## src/dcss_defs.vh

```
// Offsets, field positions, encodings and timing for the command source selector
`ifndef DCSS_DEFS_VH
`define DCSS_DEFS_VH
// Register byte offsets
`define DCSS_CFG_OFS        8'h00
`define DCSS_MODE_OFS       8'h04
`define DCSS_LINK_OFS       8'h08
`define DCSS_CTRL_OFS       8'h0C
`define DCSS_FREQ_OFS       8'h10
`define DCSS_PARAM_OFS      8'h14
`define DCSS_MONSEL_OFS     8'h18
`define DCSS_STAT_OFS       8'h1C
`define DCSS_MFREQ_OFS      8'h20
`define DCSS_MCURR_OFS      8'h24
`define DCSS_MVOLT_OFS      8'h28
`define DCSS_MSPEC_OFS      8'h2C
// Configuration fields
`define DCSS_CFG_RUNSRC     0
`define DCSS_CFG_SPDSRC     1
`define DCSS_CFG_REM_LO     2
`define DCSS_CFG_OPSEL_LO   4
`define DCSS_CFG_LSTART     8
`define DCSS_CFG_WINH_LO    9
`define DCSS_CFG_RESET      11'h000
// Operation modes
`define DCSS_MODE_PU        2'h0
`define DCSS_MODE_EXT       2'h1
`define DCSS_MODE_NET       2'h2
`define DCSS_MODE_RESET     2'h1
// Link command bits
`define DCSS_LK_FWD         0
`define DCSS_LK_REV         1
`define DCSS_LK_HIGH        2
`define DCSS_LK_MID         3
`define DCSS_LK_LOW         4
`define DCSS_LK_EXT15       5
`define DCSS_LK_SECOND      6
`define DCSS_LK_CURIN       7
`define DCSS_LK_SELFHOLD    8
`define DCSS_LK_SHUTOFF     9
`define DCSS_LK_FLUX        10
`define DCSS_LK_W           11
// Control pulse bits
`define DCSS_CT_INVRST      0
`define DCSS_CT_FLTRST      1
`define DCSS_CT_FRAM        2
`define DCSS_CT_FNV         3
`define DCSS_CT_PWR         4
// Status bits
`define DCSS_ST_COMMERR     8
`define DCSS_ST_PWERR       9
`define DCSS_ST_RSTREJ      10
// Encodings
`define DCSS_OPSEL_INTERLOCK 4'h7
`define DCSS_SPECIAL_CODE   8'hF3
`define DCSS_MONSEL_RESET   8'h00
// Refresh watchdog: longest refresh period in us and clock rate in MHz
`define DCSS_REFRESH_MAX_US 141000
`define DCSS_CLK_MHZ        40
`endif

```

## src/dcss_top.v

```verilog
// Drive command source selection with AHB-Lite register access
`timescale 1ns/100ps
`include "dcss_defs.vh"

module dcss_sync3 #(
    parameter W = 1
) (
    input  wire         hclk,
    input  wire         hresetn,
    input  wire [W-1:0] din,
    output reg  [W-1:0] dout
);
    reg [W-1:0] s1_q;
    reg [W-1:0] s2_q;
    reg [W-1:0] s3_q;
    integer i;
    always @(posedge hclk or negedge hresetn) begin
        if (!hresetn) begin
            s1_q <= {W{1'b0}};
            s2_q <= {W{1'b0}};
            s3_q <= {W{1'b0}};
            dout <= {W{1'b0}};
        end else begin
            s1_q <= din;
            s2_q <= s1_q;
            s3_q <= s2_q;
            // Accept a change only once two stages agree
            for (i = 0; i < W; i = i + 1) begin
                if (s2_q[i] == s3_q[i]) begin
                    dout[i] <= s3_q[i];
                end
            end
        end
    end
endmodule // dcss_sync3

// What this block does
// - Run commands from network or terminals
// - Speed steps follow speed source setting
// - Remote setting inputs follow speed source
// - Second function follows run source
// - Flux/VF switch follows run source
// - Current input both when speed external
// - Self-holding from terminals when run external
// - Thermal relay always from terminals
// - Interlock mode: shutoff from terminal only
// - Exclusive sources ignore the other
// - Cyclic refresh within 141 ms
// - Network reset rejected on comm error
// - Fault reset accepted in every mode
// - Hardware reset terminal always honoured
// - Network mode gates terminals by settings
// - Network reset returns to external mode, or to network mode if link start is set
// - Monitor values unsigned binary scaled
// - Special monitor returns selected item
// - Status bits readable any time
// - Frequency written to RAM or nonvolatile
// - Parameter write while running errors, except exempt numbers
// - Both link directions means stop
module dcss_top #(
    parameter REFRESH_MAX_CYC = `DCSS_REFRESH_MAX_US * `DCSS_CLK_MHZ
) (
    input  wire        hclk,
    input  wire        hresetn,
    input  wire        hsel,
    input  wire [7:0]  haddr,
    input  wire [1:0]  htrans,
    input  wire        hwrite,
    input  wire [2:0]  hsize,
    input  wire [31:0] hwdata,
    input  wire        hready,
    output wire        hreadyout,
    output wire        hresp,
    output reg  [31:0] hrdata,
    input  wire        term_fwd,
    input  wire        term_rev,
    input  wire        term_low,
    input  wire        term_mid,
    input  wire        term_high,
    input  wire        term_ext15,
    input  wire        term_second,
    input  wire        term_curin,
    input  wire        term_selfhold,
    input  wire        term_shutoff,
    input  wire        term_thermal,
    input  wire        term_pu_ext,
    input  wire        term_flux,
    input  wire        hw_reset_in,
    input  wire        inv_fwd_running,
    input  wire        inv_rev_running,
    input  wire        inv_running,
    input  wire        up_to_freq_flag,
    input  wire        overload_flag,
    input  wire        freq_detect_flag,
    input  wire        inv_alarm,
    input  wire [15:0] mon_freq,
    input  wire [15:0] mon_curr,
    input  wire [15:0] mon_volt,
    input  wire [15:0] mon_special,
    output reg         fwd_run_cmd,
    output reg         rev_run_cmd,
    output reg         speed_sel_low,
    output reg         speed_sel_mid,
    output reg         speed_sel_high,
    output reg         speed_sel_ext15,
    output reg         remote_setting_active,
    output reg         second_func_sel,
    output reg         current_input_sel,
    output reg         start_self_hold,
    output reg         output_shutoff,
    output reg         thermal_relay_in,
    output reg         pu_ext_switch,
    output reg         flux_vf_switch,
    output reg         inv_reset_out,
    output reg         fault_error_reset_req,
    output reg         freq_ram_we,
    output reg         freq_nv_we,
    output reg  [15:0] set_freq,
    output reg         param_we,
    output reg  [9:0]  param_num,
    output reg  [15:0] param_data,
    output reg  [7:0]  special_mon_sel,
    output reg  [1:0]  op_mode
);
    // Synchronised terminals
    wire [13:0] term_s;
    dcss_sync3 #(.W(14)) u_sync (
        .hclk    (hclk),
        .hresetn (hresetn),
        .din     ({hw_reset_in, term_flux, term_pu_ext, term_thermal, term_shutoff,
                   term_selfhold, term_curin, term_second, term_ext15, term_high,
                   term_mid, term_low, term_rev, term_fwd}),
        .dout    (term_s)
    );

    reg  [10:0] cfg_q;
    reg  [10:0] link_q;
    reg  [15:0] freq_q;
    reg  [9:0]  pnum_q;
    reg  [15:0] pdata_q;
    reg  [7:0]  monsel_q;
    reg         commerr_q;
    reg         pwerr_q;
    reg         rstrej_q;
    reg  [22:0] wd_q;
    reg         wr_pend_q;
    reg  [7:0]  wr_addr_q;

    wire        run_ext  = cfg_q[`DCSS_CFG_RUNSRC];
    wire        spd_ext  = cfg_q[`DCSS_CFG_SPDSRC];
    wire [1:0]  remote   = cfg_q[`DCSS_CFG_REM_LO +: 2];
    wire [3:0]  opsel    = cfg_q[`DCSS_CFG_OPSEL_LO +: 4];
    wire        lstart   = cfg_q[`DCSS_CFG_LSTART];
    wire        net_mode = (op_mode == `DCSS_MODE_NET);
    wire        ext_mode = (op_mode == `DCSS_MODE_EXT);

    // AHB-Lite: zero wait states, always OKAY
    assign hreadyout = 1'b1;
    assign hresp     = 1'b0;
    wire   acc    = hsel & hready & htrans[1];
    wire   wr_now = wr_pend_q;
    wire   wr_cfg  = wr_now && (wr_addr_q == `DCSS_CFG_OFS);
    wire   wr_mode = wr_now && (wr_addr_q == `DCSS_MODE_OFS);
    wire   wr_link = wr_now && (wr_addr_q == `DCSS_LINK_OFS);
    wire   wr_ctrl = wr_now && (wr_addr_q == `DCSS_CTRL_OFS);
    wire   wr_stat = wr_now && (wr_addr_q == `DCSS_STAT_OFS);

    // Parameters that may change while running
    function pw_exempt;
        input [9:0] n;
        begin
            pw_exempt = (n >= 10'd4 && n <= 10'd6) || (n == 10'd22) ||
                        (n >= 10'd24 && n <= 10'd27) || (n >= 10'd52 && n <= 10'd56) ||
                        (n == 10'd72) || (n >= 10'd232 && n <= 10'd239);
        end
    endfunction

    // Control requests decoded from the written word
    wire req_invrst = wr_ctrl & hwdata[`DCSS_CT_INVRST];
    wire req_fltrst = wr_ctrl & hwdata[`DCSS_CT_FLTRST];
    wire req_fram   = wr_ctrl & hwdata[`DCSS_CT_FRAM];
    wire req_fnv    = wr_ctrl & hwdata[`DCSS_CT_FNV];
    wire req_pwr    = wr_ctrl & hwdata[`DCSS_CT_PWR];
    wire rst_ok     = net_mode & ~commerr_q;
    wire pw_ok      = net_mode & (~inv_running | pw_exempt(pnum_q));

    // Register writes and side effects
    always @(posedge hclk or negedge hresetn) begin
        if (!hresetn) begin
            wr_pend_q <= 1'b0;
            wr_addr_q <= 8'h00;
            cfg_q     <= `DCSS_CFG_RESET;
            link_q    <= {`DCSS_LK_W{1'b0}};
            freq_q    <= 16'h0000;
            pnum_q    <= 10'h000;
            pdata_q   <= 16'h0000;
            monsel_q  <= `DCSS_MONSEL_RESET;
            op_mode   <= `DCSS_MODE_RESET;
            commerr_q <= 1'b0;
            pwerr_q   <= 1'b0;
            rstrej_q  <= 1'b0;
            wd_q      <= 23'h00_0000;
            inv_reset_out         <= 1'b0;
            fault_error_reset_req <= 1'b0;
            freq_ram_we <= 1'b0;
            freq_nv_we  <= 1'b0;
            param_we    <= 1'b0;
        end else begin
            wr_pend_q <= acc & hwrite;
            if (acc) begin
                wr_addr_q <= {haddr[7:2], 2'b00};
            end
            if (wr_cfg) begin
                cfg_q <= hwdata[10:0];
            end
            if (wr_mode && hwdata[1:0] != 2'h3) begin
                op_mode <= hwdata[1:0];
            end
            if (wr_now && wr_addr_q == `DCSS_FREQ_OFS) begin
                freq_q <= hwdata[15:0];
            end
            if (wr_now && wr_addr_q == `DCSS_PARAM_OFS) begin
                pnum_q  <= hwdata[9:0];
                pdata_q <= hwdata[31:16];
            end
            if (wr_now && wr_addr_q == `DCSS_MONSEL_OFS) begin
                monsel_q <= hwdata[7:0];
            end
            // Each link command write is one refresh; silence past the limit is an error
            if (wr_link) begin
                link_q <= hwdata[`DCSS_LK_W-1:0];
                wd_q   <= 23'h00_0000;
            end else if (wd_q < REFRESH_MAX_CYC[22:0]) begin
                wd_q <= wd_q + 23'h00_0001;
            end
            if (!wr_link && wd_q >= REFRESH_MAX_CYC[22:0] - 23'h00_0001) begin
                commerr_q <= 1'b1;
            end else if (wr_link) begin
                commerr_q <= 1'b0;
            end
            // Network reset: only in network mode and without comm error
            inv_reset_out <= term_s[13] | (req_invrst & rst_ok);
            if (req_invrst & rst_ok) begin
                op_mode <= lstart ? `DCSS_MODE_NET : `DCSS_MODE_EXT;
            end
            fault_error_reset_req <= req_fltrst;
            // Frequency may only be set from the network in network mode
            freq_ram_we <= req_fram & net_mode;
            freq_nv_we  <= req_fnv & net_mode;
            param_we    <= req_pwr & pw_ok;
            // Sticky flags: a new event wins over a clear in the same cycle
            if (req_invrst & ~rst_ok) begin
                rstrej_q <= 1'b1;
            end else if (wr_stat & hwdata[`DCSS_ST_RSTREJ]) begin
                rstrej_q <= 1'b0;
            end
            if (req_pwr & ~pw_ok) begin
                pwerr_q <= 1'b1;
            end else if (wr_stat & hwdata[`DCSS_ST_PWERR]) begin
                pwerr_q <= 1'b0;
            end
        end
    end

    // Source selection; link bits count only in network mode
    reg lk_fwd;
    reg lk_rev;
    reg use_net;
    reg [13:0] drv_d;
    always @* begin
        use_net = net_mode;
        lk_fwd  = link_q[`DCSS_LK_FWD] & ~link_q[`DCSS_LK_REV];
        lk_rev  = link_q[`DCSS_LK_REV] & ~link_q[`DCSS_LK_FWD];
        drv_d   = 14'h0000;
        if (use_net) begin
            // Each input except current input and shutoff takes only its selected source; the other is dropped
            drv_d[0] = run_ext ? term_s[0] : lk_fwd;
            drv_d[1] = run_ext ? term_s[1] : lk_rev;
            drv_d[2] = spd_ext ? term_s[2] : link_q[`DCSS_LK_LOW];
            drv_d[3] = spd_ext ? term_s[3] : link_q[`DCSS_LK_MID];
            drv_d[4] = spd_ext ? term_s[4] : link_q[`DCSS_LK_HIGH];
            drv_d[5] = (remote == 2'h0) &
                       (spd_ext ? term_s[5] : link_q[`DCSS_LK_EXT15]);
            drv_d[6] = run_ext ? term_s[6] : link_q[`DCSS_LK_SECOND];
            drv_d[7] = spd_ext & (term_s[7] | link_q[`DCSS_LK_CURIN]);
            drv_d[8] = run_ext & term_s[8];
            if (opsel == `DCSS_OPSEL_INTERLOCK || run_ext) begin
                drv_d[9] = term_s[9];
            end else begin
                drv_d[9] = term_s[9] | link_q[`DCSS_LK_SHUTOFF];
            end
            drv_d[11] = term_s[11];
            drv_d[12] = run_ext ? term_s[12] : link_q[`DCSS_LK_FLUX];
        end else if (ext_mode) begin
            drv_d[12:0] = term_s[12:0];
            drv_d[5]    = (remote == 2'h0) & term_s[5];
        end else begin
            // Panel mode: terminals hold no run or speed authority
            drv_d[9]  = term_s[9];
            drv_d[11] = term_s[11];
        end
        drv_d[10] = term_s[10];
        drv_d[13] = (remote != 2'h0);
    end

    always @(posedge hclk or negedge hresetn) begin
        if (!hresetn) begin
            fwd_run_cmd           <= 1'b0;
            rev_run_cmd           <= 1'b0;
            speed_sel_low         <= 1'b0;
            speed_sel_mid         <= 1'b0;
            speed_sel_high        <= 1'b0;
            speed_sel_ext15       <= 1'b0;
            second_func_sel       <= 1'b0;
            current_input_sel     <= 1'b0;
            start_self_hold       <= 1'b0;
            output_shutoff        <= 1'b0;
            thermal_relay_in      <= 1'b0;
            pu_ext_switch         <= 1'b0;
            flux_vf_switch        <= 1'b0;
            remote_setting_active <= 1'b0;
            set_freq              <= 16'h0000;
            param_num             <= 10'h000;
            param_data            <= 16'h0000;
            special_mon_sel       <= `DCSS_MONSEL_RESET;
        end else begin
            fwd_run_cmd           <= drv_d[0];
            rev_run_cmd           <= drv_d[1];
            speed_sel_low         <= drv_d[2];
            speed_sel_mid         <= drv_d[3];
            speed_sel_high        <= drv_d[4];
            speed_sel_ext15       <= drv_d[5];
            second_func_sel       <= drv_d[6];
            current_input_sel     <= drv_d[7];
            start_self_hold       <= drv_d[8];
            output_shutoff        <= drv_d[9];
            thermal_relay_in      <= drv_d[10];
            pu_ext_switch         <= drv_d[11];
            flux_vf_switch        <= drv_d[12];
            remote_setting_active <= drv_d[13];
            set_freq              <= freq_q;
            param_num             <= pnum_q;
            param_data            <= pdata_q;
            special_mon_sel       <= monsel_q;
        end
    end

    // Read data registered in the address phase, so zero wait states
    wire [15:0] inv_status = {9'h000, inv_alarm, freq_detect_flag, overload_flag,
                              up_to_freq_flag, inv_running, inv_rev_running,
                              inv_fwd_running};
    always @(posedge hclk or negedge hresetn) begin
        if (!hresetn) begin
            hrdata <= 32'h0000_0000;
        end else if (acc && !hwrite) begin
            case ({haddr[7:2], 2'b00})
                `DCSS_CFG_OFS:    hrdata <= {21'h00_0000, cfg_q};
                `DCSS_MODE_OFS:   hrdata <= {30'h0000_0000, op_mode};
                `DCSS_LINK_OFS:   hrdata <= {21'h00_0000, link_q};
                `DCSS_FREQ_OFS:   hrdata <= {16'h0000, freq_q};
                `DCSS_PARAM_OFS:  hrdata <= {pdata_q, 6'h00, pnum_q};
                `DCSS_MONSEL_OFS: hrdata <= {24'h00_0000, monsel_q};
                `DCSS_STAT_OFS:   hrdata <= {21'h00_0000, rstrej_q, pwerr_q, commerr_q,
                                             inv_status[7:0]};
                `DCSS_MFREQ_OFS:  hrdata <= {16'h0000, mon_freq};
                `DCSS_MCURR_OFS:  hrdata <= {16'h0000, mon_curr};
                `DCSS_MVOLT_OFS:  hrdata <= {16'h0000, mon_volt};
                `DCSS_MSPEC_OFS:  hrdata <= (monsel_q == `DCSS_SPECIAL_CODE) ?
                                            {16'h0000, mon_special} : 32'h0000_0000;
                default:          hrdata <= 32'h0000_0000;
            endcase
        end
    end
endmodule // dcss_top

```

## config.mk

```make
export PLATFORM = sky130hd
export DESIGN_NAME = dcss_top
export DESIGN_NICKNAME = d
export VERILOG_FILES = /design/src/dcss_top.v
export VERILOG_INCLUDE_DIRS = /design/src
export SDC_FILE = /design/constraint.sdc
export NUM_CORES = 1
export LEC_CHECK = 0
export ABC_AREA = 1
export BUFFER_PORTS_ARGS = -buffer_cell sky130_fd_sc_hd__clkbuf_2
export CORE_AREA = 2 2 155 188
export DETAILED_ROUTE_END_ITERATION = 6
export DIE_AREA = 0 0 157 190
export GPL_TIMING_DRIVEN = 1
export SLEW_MARGIN = 20
export SYNTH_ARGS = -nofsm -noshare
export SYNTH_HDL_FRONTEND = slang
export SYNTH_SLANG_ARGS = --single-unit
```

## constraint.sdc

```tcl
create_clock -name hclk -period 1.7 [get_ports hclk]
set_input_delay 0.34 -clock hclk [delete_from_list [all_inputs] [get_ports hclk]]
set_output_delay 0.34 -clock hclk [all_outputs]
set_load 0.01 [all_outputs]
```

After elaboration in Yosys (flattened, before gate mapping)
Cells that the tools add are included.

Register bits after elaboration: 264. Latch bits: 0. Memory bits (writable): 0. ROM bits: 0. Input bits: 135. Output and inout bits: 105. Logic and storage cells: 195. Memories: 0.

Add/sub/neg operators: 1. Multipliers: 0. Divide/modulo/power cells: 0. Magnitude comparators: 10. Equal/unequal tests: 38. Shift operators: 0. Mux-type cells: 26. Bitwise logic cells: 34. Reductions and logical operators: 32.

Operator list (count): 32-bit one-hot mux with 11 select lines (1); 6-bit by 3-bit equality test with 1-bit output, second input constant (8); 23-bit 2-to-1 mux (2); 1-bit bitwise AND (24); 6-bit by 4-bit equality test with 1-bit output, second input constant (4); 23-bit by 1-bit adder with 23-bit output, second input constant (1); 23-bit greater-or-equal comparator, second input constant (1); 23-bit < comparator, second input constant (1); 6-bit by 2-bit equality test with 1-bit output, second input constant (3); 1-bit 2-to-1 mux (16); 16-bit 2-to-1 mux (1); 1-bit logical AND (15); 1-bit equality test (14); 6-bit by 1-bit equality test with 1-bit output, second input constant (2); 2-bit nonzero test (6); 10-bit by 5-bit equality test with 1-bit output, second input constant (1); 10-bit by 7-bit equality test with 1-bit output, second input constant (1); 10-bit by 3-bit greater-or-equal comparator with 1-bit output, second input constant (1); 10-bit by 5-bit greater-or-equal comparator with 1-bit output, second input constant (1); 10-bit by 6-bit greater-or-equal comparator with 1-bit output, second input constant (1); 10-bit by 8-bit greater-or-equal comparator with 1-bit output, second input constant (1); 10-bit by 3-bit less-or-equal comparator with 1-bit output, second input constant (1); 10-bit by 5-bit less-or-equal comparator with 1-bit output, second input constant (1); 10-bit by 6-bit less-or-equal comparator with 1-bit output, second input constant (1); other kinds (16) (33).

Depth between registers and ports, before layout
Gate-level depths: netlist of the first run.

Word-level depth: 12. Mapped depth: 11. Gate-level depth less buffers: 11.

Hierarchy
From an unflattened synthesis of the first run, not the netlist that was laid out.

Cell total of the unflattened synthesis: 1252. Area, all modules: 11126.9 µm².

By module, submodules not included: dcss_top (instances 1, cells each 1140, area an instance 9497.9 µm², sequential area each 5206.2 µm²); dcss_sync3 (instances 1, cells each 112, area an instance 1629.1 µm², sequential area each 1401.3 µm²).

Worst setup path before layout of the first run
OpenSTA, ideal clock, no wires.

Path type: flip-flop to flip-flop. Start point: reg wr_addr_q[7]. End point: reg pdata_q[10]. Setup time: 0.125 ns. Arrival time: 1.457 ns. Data required time: 1.575 ns. Path slack: 0.118 ns. Stages on the path, launching flop included: 6. Path buffers: 1. Clock period less this slack: 1.582 ns. Path through: dfrtp_1 > nor2_2 > nand3b_1 > nor2_2 > buf_6 > mux2_2.

Longest elaborated chain between the ends: 2.

RTL lines: from (decl) (line dcss_top.v:147) `reg [7:0] wr_addr_q;`; from (signal assigned) (line dcss_top.v:211) `wr_addr_q <= {haddr[7:2], 2'b00};`; 6-bit by 3-bit equality test with 1-bit output (no source line); 1-bit logical AND (no source line); to (signal assigned) (line dcss_top.v:224) `pdata_q <= hwdata[31:16];`; to (decl) (line dcss_top.v:140) `reg [15:0] pdata_q;`.

No other way between the ends. A chain may end at the register's enable or synchronous reset.

Worst setup path after layout of the first run
Start point: reg op_mode[0]. End point: out op_mode[0].

RTL lines: from (decl) (line dcss_top.v:123) `output reg [1:0] op_mode`; from (signal assigned) (line dcss_top.v:198) `` op_mode <= `DCSS_MODE_RESET; ``; from (signal assigned) (line dcss_top.v:217) `op_mode <= hwdata[1:0];`; from (signal assigned) (line dcss_top.v:244) `` op_mode <= lstart ? `DCSS_MODE_NET : `DCSS_MODE_EXT; ``.

No word-level cell between the ends.

==> results of run 1 <==
## per-layer routing
layer,wire [um],GRT usage,vias to the layer above
li1,-,-,4468
met1,13300,0.270,4343
met2,16700,0.393,347
met3,2710,0.0535,59
met4,1080,0.0730,2
met5,11,0,-
## tightest hold or removal path, cell delays in order
cell	delay [ps]
clkbuf_2	100
inv_1	50
nor2_1	40
## power by group
part           leakage [nW]  internal, mW  switching, mW
Sequential             3.17          7.06          0.461
Combinational          3.63         0.881           1.36
Clock                 0.424          3.27           2.40
## cell usage after synthesis (2+ instances only)
library cell | instances | area (um^2)
a21oi_1 | 13 | 65.1
buf_2 | 17 | 85.1
buf_4 | 7 | 52.6
clkbuf_1 | 15 | 56.3
clkinv_1 | 2 | 7.51
conb_1 | 2 | 7.51
dfrtp_1 | 263 | 6580
inv_1 | 95 | 357
inv_2 | 2 | 7.51
maj3_1 | 14 | 140
mux2_2 | 27 | 304
nand2_1 | 324 | 1220
nand3_1 | 109 | 546
nand3_2 | 3 | 30.0
nand3b_1 | 12 | 90.1
nand4_1 | 37 | 231
nor2_1 | 128 | 480
nor2_2 | 14 | 87.6
nor2_4 | 3 | 33.8
nor3_1 | 6 | 30.0
nor3_2 | 2 | 20.0
o21a_1 | 2 | 15.0
o21ai_0 | 67 | 335
o31ai_1 | 4 | 30.0
xnor2_1 | 5 | 43.8
xor2_1 | 10 | 87.6
## sequential cells by signal (all words and copies together) (netlist names), 2 cells and up
name	cells
u_sync.s1_q	14
set_freq	16
link_q	11
param_data	16
hrdata	32
u_sync.dout	14
pnum_q	10
op_mode	2
monsel_q	8
cfg_q	11
freq_q	16
special_mon_sel	8
param_num	10
u_sync.s2_q	14
wd_q	23
wr_addr_q	6
u_sync.s3_q	14
pdata_q	16
## path summary, 6_finish.rpt
check / cells after the start / slack, ps / to
setup / recovery: 1 / 70 / op_mode[0]
hold / removal: 3 / 30 / wr_now
setup reg to reg: 5 / 70 / pdata_q[13]
hold reg to reg: 0 / 340 / u_sync.s2_q[12]
max in group asynchronous: 3 / 720 / u_sync.s1_q[12]
min in group asynchronous: 2 / 290 / pdata_q[4]
## final cells by class
| type | count | area, um^2 |
|---|---|---|
| fillers | 2667 | 14000 |
| clock inverters | 10 | 82.6 |
| inverters | 99 | 372 |
| flip-flops and latches | 264 | 6610 |
| multi-input cells | 790 | 3880 |
| clock buffers | 36 | 759 |
| repair buffers | 318 | 1990 |
| well taps | 385 | 482 |
## cell families (layout without fill, tap and decap cells)
logic type / after synthesis / in the layout / synth area share
AO/OA/AOI/OAI: 91 / 91 / 0.0440
XOR/XNOR: 15 / 15 / 0.0119
adder cells (fa/ha/maj): 15 / 15 / 0.0138
buffers and inverters: 139 / 463 / 0.0522
flip-flops: 264 / 264 / 0.598
multiplexers: 27 / 27 / 0.0275
other: 2 / 2 / 0.000680
AND/OR/NAND/NOR: 640 / 640 / 0.252
## metrics by stage
stage | total power [mW] | TNS (ps) | worst slack [ps] | utilization | cell area, um^2
finish | 15.4 | 0 | 69.3 | 0.503 | 14200
floorplan | 8.62 | 0 | 118 | - | 11000
CTS | 15.6 | 0 | 23.1 | 0.502 | 14100
global route | 16.2 | -11.8 | -5.71 | 0.503 | 14200
detailed placement | 9.86 | -46.6 | -23.9 | 0.467 | 13100
global placement | 9.80 | -17.4 | -17.4 | 0.467 | 13100
## timing repair
| item | 4_1_cts | 5_1_grt |
|---|---|---|
| buffers inserted | 0 | 1 |
| gates resized for setup | 0 | 7 |
| hold endpoints to repair | 44 | 0 |
| setup endpoints to repair | 0 | 44 |
| hold buffers | 15 | 0 |
==> reports/results.ini, run 1 <==
[run_status]
status=complete, no violations

[critical_path]
crit_path_max_incr_delay_ps=580
startpoint_type=register
path_class=reg -> out
path_buf_inv=1
critPathRequiredTime_ps=1360
crit_family=flip-flops
rr_startpoint=wr_addr_q[7]
path_max_fanout=5
crit_chain=clkbuf_2
crit_slowest_cell=dfstp_2
end_kind=output pin
crit_start=op_mode[0]
cp_data_arrival_time_ps=1290

[sta]
clock_skew_ps=8.06
setup_viol=0
min_period_over_period=0.959
hold_viol=0
hold_slack_ps=31.2
max_freq_ghz=0.613
slew_viol_final=0
rsz0062_at_grt=yes
min_period_ps=1630

[place]
io_buffer_count=231
placed_cells=1840
dpl.hpwl_um=25800
gp_congestion=0.911

[synthesis]
ys.flop_type=dfrtp_1
syn_nets=1329
synthCells=1193
synth_cell_types=36
postSynth.asyncResetShare=1.00
postSynthAreaPerCell_um2=9.26
synth_edf_count=0
ys_ff_latch=264
syn_area_um2=11000
synth.yosys.seq_area_share=0.598
synth_warnings=0

[clock_tree]
cts_tree=yes
clockBufferDepth=3
cts_sinks=264
clkTransAtPathRegs_ps=60
cts_buffers=27
clock_latency_ps=530
h-tree-depth=1
clockRootBuffer=clkbuf_16

[grt]
grt_max_degree=67
antenna_found_initial=1
gr-total-overflow=0
grt_pass1_vias=9022
grt_pass1_wl_um=51000
grt_usage=0.224

[die]
die_w_um=157
ios=240
start_util=0.392
core_area_um2=28200
num_rows=68
dieArea_um2=29800
die_y_um=190

[routing]
wirelength_um=33800
drc=0
via_count=9219
viasPerCell=4.85
dr.first_iter.drc_count=626
wl_per_cell_um=17.8
ant_nets=0
firstDrtPassIters=5

[layout]
fin_nets=1636
drive_gt1_frac=0.266
final_common_cell=nand2_1
final_cell_mix=nand2_1 (323), dfrtp_1 (262), clkbuf_2 (230)
fin_cells=1902
antennaDiodeCount=0
syn2layout_area_growth_pct=28.3

[power_and_ir_drop]
p_leak_nw=7.22
power_density_nw_per_um2=1090
peakVddDrop_v=0.000537

[run]
maxCapViolations=0

[worst_hold_path]
min-delay-start=hwrite
hold_class=in -> reg

Power figures use the tool's default switching activity.
==> run 2, diff against run 1 <==
--- a/config.mk
+++ b/config.mk
@@ -6,13 +6,13 @@
 export SDC_FILE = /design/constraint.sdc
 export NUM_CORES = 1
 export LEC_CHECK = 0
-export ABC_AREA = 1
 export BUFFER_PORTS_ARGS = -buffer_cell sky130_fd_sc_hd__clkbuf_2
-export CORE_AREA = 2 2 155 188
+export CORE_AREA = 2 2 150 182
 export DETAILED_ROUTE_END_ITERATION = 6
-export DIE_AREA = 0 0 157 190
+export DIE_AREA = 0 0 152 184
 export GPL_TIMING_DRIVEN = 1
 export SLEW_MARGIN = 20
 export SYNTH_ARGS = -nofsm -noshare
 export SYNTH_HDL_FRONTEND = slang
+export SYNTH_HIERARCHICAL = 1
 export SYNTH_SLANG_ARGS = --single-unit
==> constraint.sdc (replaced) <==
create_clock -name hclk -period 1.8 [get_ports hclk]
set_input_delay 0.36 -clock hclk [delete_from_list [all_inputs] [get_ports hclk]]
set_output_delay 0.36 -clock hclk [all_outputs]
set_load 0.01 [all_outputs]
==> run 2 against run 1 <==
Compared with the run above: the flow now finishes with violations (setup timing); hold slack better by 33 ps; setup slack worse by 250 ps; register-to-register slack lost 250 ps; combinational power shrank 19%; via count down 16%; synthesized area shrank 6.3%; synthesized cell count down 33%; global-route usage down 1.7 points; utilization up 4.8 points; clock skew is 6.1 ps higher; critical endpoint is now freq_q[6]; largest power group unchanged.
==> reports/results.ini, run 2 <==
[run_status]
status=finished, violations left  ; was complete, no violations
failed_checks=setup timing

[synthesis]
synth.yosys.seq_area_share=0.639  ; was 0.598
synth.area.top_cells=dfrtp_1 (64%), mux2_2 (6.9%), nand2_1 (3.3%)  ; was dfrtp_1 (60%), nand2_1 (11%), nand3_1 (4.9%)
synth_cell_types=70  ; was 36
synth_warnings=6  ; was 0
syn_area_um2=10300  ; was 11,000 um^2
ys_ff_latch=264  ; unchanged
syn_nets=933  ; was 1,329
postSynthAreaPerCell_um2=13.0  ; was 9.26 um^2
postSynth.asyncResetShare=1.00  ; unchanged
post-synth-top-area-cell=dfrtp_1  ; unchanged
synth_common_cells=dfrtp_1 (263), nand2_1 (92), mux2_2 (63)  ; was nand2_1 (324), dfrtp_1 (263), nor2_1 (128)
synth.most_common_cell=dfrtp_1  ; was nand2_1
synthCells=797  ; was 1,193
synth_top_area_frac=0.636  ; was 0.596
ys.flop_type=dfrtp_1  ; unchanged
synth_edf_count=0  ; unchanged

[critical_path]
critPathRequiredTime_ps=2200  ; was 1360 ps
crit_chain=or4b_4, nor4b_4, buf_12, mux2_4  ; was clkbuf_2
crit_path_max_incr_delay_ps=580  ; about the same
startpoint_type=register  ; unchanged
r2r_end=freq_q[6]  ; was pdata_q[13]
rr_startpoint=wr_addr_q[5]  ; was wr_addr_q[7]
reg2regPathDepth=4  ; was 5
crit_slowest_cell=or4b_4  ; was dfstp_2
path_class=reg -> reg  ; was reg -> out
rrSetupSlack_ps=-180  ; was 70 ps
path_max_fanout=15  ; was 5
end_kind=register  ; was output pin
cp_data_arrival_time_ps=2390  ; was 1290 ps

[layout]
top_regs=hrdata: 32 flops, wd_q: 23 flops  ; unchanged
largest-register=hrdata  ; unchanged
fillCellCount=2216  ; was 2,667
antennaDiodeCount=0  ; unchanged
syn2layout_area_growth_pct=39.2  ; was 28.3%
fin_nets=1291  ; was 1,636
final_cell_mix=dfrtp_1 (263), clkbuf_2 (230), nand2_1 (90)  ; was nand2_1 (323), dfrtp_1 (262), clkbuf_2 (230)
largest_reg_flops=32  ; unchanged
fin_cells=1510  ; was 1,902
final_common_cell=dfrtp_1  ; was nand2_1
fin_util=0.551  ; was 0.503
design_area_um2=14400  ; was 14,200 um^2
drive_gt1_frac=0.462  ; was 0.266

[place]
dpl.hpwl_um=21400  ; was 25,800 um
post-place-ws_ps=-264  ; was -23.9 ps
placed_cells=1424  ; was 1,840
io_buffer_count=231  ; unchanged
gp_congestion=0.809  ; was 0.911
placed_area_um2=12700  ; was 13,100 um^2

[grt]
antenna_found_initial=0  ; was 1
grt_usage=0.207  ; was 0.224
grt_max_degree=73  ; was 67
grt_pass1_vias=8032  ; was 9,022
grt_pass1_wl_um=45800  ; was 51,000 um
gr-total-overflow=0  ; unchanged

[die]
die_w_um=152  ; was 157 um
die_y_um=184  ; was 190 um
core_area_um2=26100  ; was 28,200 um^2
num_rows=65  ; was 68
start_util=0.396  ; was 0.392
dieArea_um2=28000  ; was 29,800 um^2
ios=240  ; unchanged

[routing]
wirelength_um=29700  ; was 33,800 um
dr.first_iter.drc_count=653  ; was 626
viasPerCell=5.13  ; was 4.85
wl_per_cell_um=19.7  ; was 17.8 um
via_count=7752  ; was 9,219
firstDrtPassIters=6  ; was 5
ant_nets=0  ; unchanged
drc=0  ; unchanged

[sta]
relSlewSlack=0.588
hold_viol=0  ; unchanged
rsz0062_at_grt=yes  ; unchanged
min_period_over_period=1.10
min_period_ps=1980
setup_viol=56  ; was 0
hold_slack_ps=63.8  ; was 31.2 ps
tightest_slew_ps=616
max_freq_ghz=0.504
clock_skew_ps=14.2  ; was 8.06 ps
slew_viol_final=0  ; unchanged
fin_ws_ps=-185  ; was 69.3 ps
setup_tns_ps=-7210  ; was 0 ps

[power_and_ir_drop]
total_power_mw=14.5  ; was 15.4 mW
p_leak_nw=7.00  ; was 7.22 nW
peakVddDrop_v=0.000691  ; was 0.000537 V
power_density_nw_per_um2=1000  ; was 1090 nW/um^2

[clock_tree]
clkTransAtPathRegs_ps=60  ; about the same
cts_sinks=264  ; unchanged
clockBufferDepth=3  ; unchanged
clock_latency_ps=530  ; about the same
clockRootBuffer=clkbuf_16  ; unchanged
cts_buffers=26  ; was 27
h-tree-depth=1  ; unchanged
cts_tree=yes  ; unchanged

[worst_hold_path]
hold_class=in -> reg  ; unchanged
hold_depth=2  ; was 3
min-delay-start=mon_special[11]  ; was hwrite
whs_endpoint=hrdata[11]  ; was wr_now

[run]
maxCapViolations=0  ; unchanged

run 2: changes by cell type after synthesis, sizes merged, moves of 12 or more:
cell   before  now
a22o        0   16
inv        97   10
nor2      145   35
mux2i       0   19
mux2       27   65
or3         0   12
nand3     112   13
a21oi      13   29
o21ai      68   29
nand4      37    4
nand2     324   92
run 2: area by class of cell:
cell class / instances / area (um^2) / share of cell area
Sequential cell: 264 / 6610 / 0.459
Multi-Input combinational cell: 486 / 3950 / 0.274
Timing Repair Buffer: 367 / 2470 / 0.171
Clock buffer: 34 / 732 / 0.0508
Tap cell: 335 / 419 / 0.0291
Clock inverter: 14 / 184 / 0.0128
Inverter: 10 / 37.5 / 0.00261
run 2: layer usage:
metal	wire length, um	GRT usage	vias up
met4	667	0.0606	0
met1	12300	0.269	3848
met3	1660	0.0372	40
met5	0	0	-
met2	15000	0.358	247
li1	-	-	3617
run 2: logic make-up after synthesis:
group | Yosys count | synth area share
XOR/XNOR | 4 | 0.00339
flip-flops | 264 | 0.639
other | 2 | 0.000726
adder cells (fa/ha/maj) | 15 | 0.0165
multiplexers | 91 | 0.104
AND/OR/NAND/NOR | 221 | 0.109
buffers and inverters | 48 | 0.0204
AO/OA/AOI/OAI | 152 | 0.107
run 2: how the worst max path moves through the flow:
stage / cells after the start / end / slack, ps / startpoint
6_report: 4 / freq_q[6] / -180 / wr_addr_q[5]
4_1_cts: 6 / pdata_q[3] / -240 / wr_addr_q[6]
5_1_grt: 5 / pnum_q[8] / -220 / wr_addr_q[5]
3_3_place_gp: 5 / pdata_q[9] / -230 / wr_addr_q[5]
2_1_floorplan: 5 / freq_q[10] / -320 / wr_addr_q[5]
3_5_place_dp: 5 / pdata_q[10] / -260 / wr_addr_q[5]
run 2: timing repair:
action / in CTS / in global routing
endpoints found under the setup margin: 83 / 75
gates cloned: 1 / 3
pin swaps: 11 / 31
hold endpoints to repair: 42 / 0
buffers inserted: 13 / 9
hold buffers: 15 / 0
gates resized for setup: 65 / 69
run 2: critical path: cells and delay by family, from the launching register on:
family	cells	cell delay [ps]
muxes	1	320
and+or+nand+nor	2	930
DFF	1	380
buffers and inverters	1	230
run 2: report_power, final:
group / internal (mW) / total, mW / switching, mW
combinational: 0.920 / 1.81 / 0.889
clock: 3.45 / 5.73 / 2.28
sequential: 6.49 / 6.92 / 0.435
total: 10.9 / 14.5 / 3.60
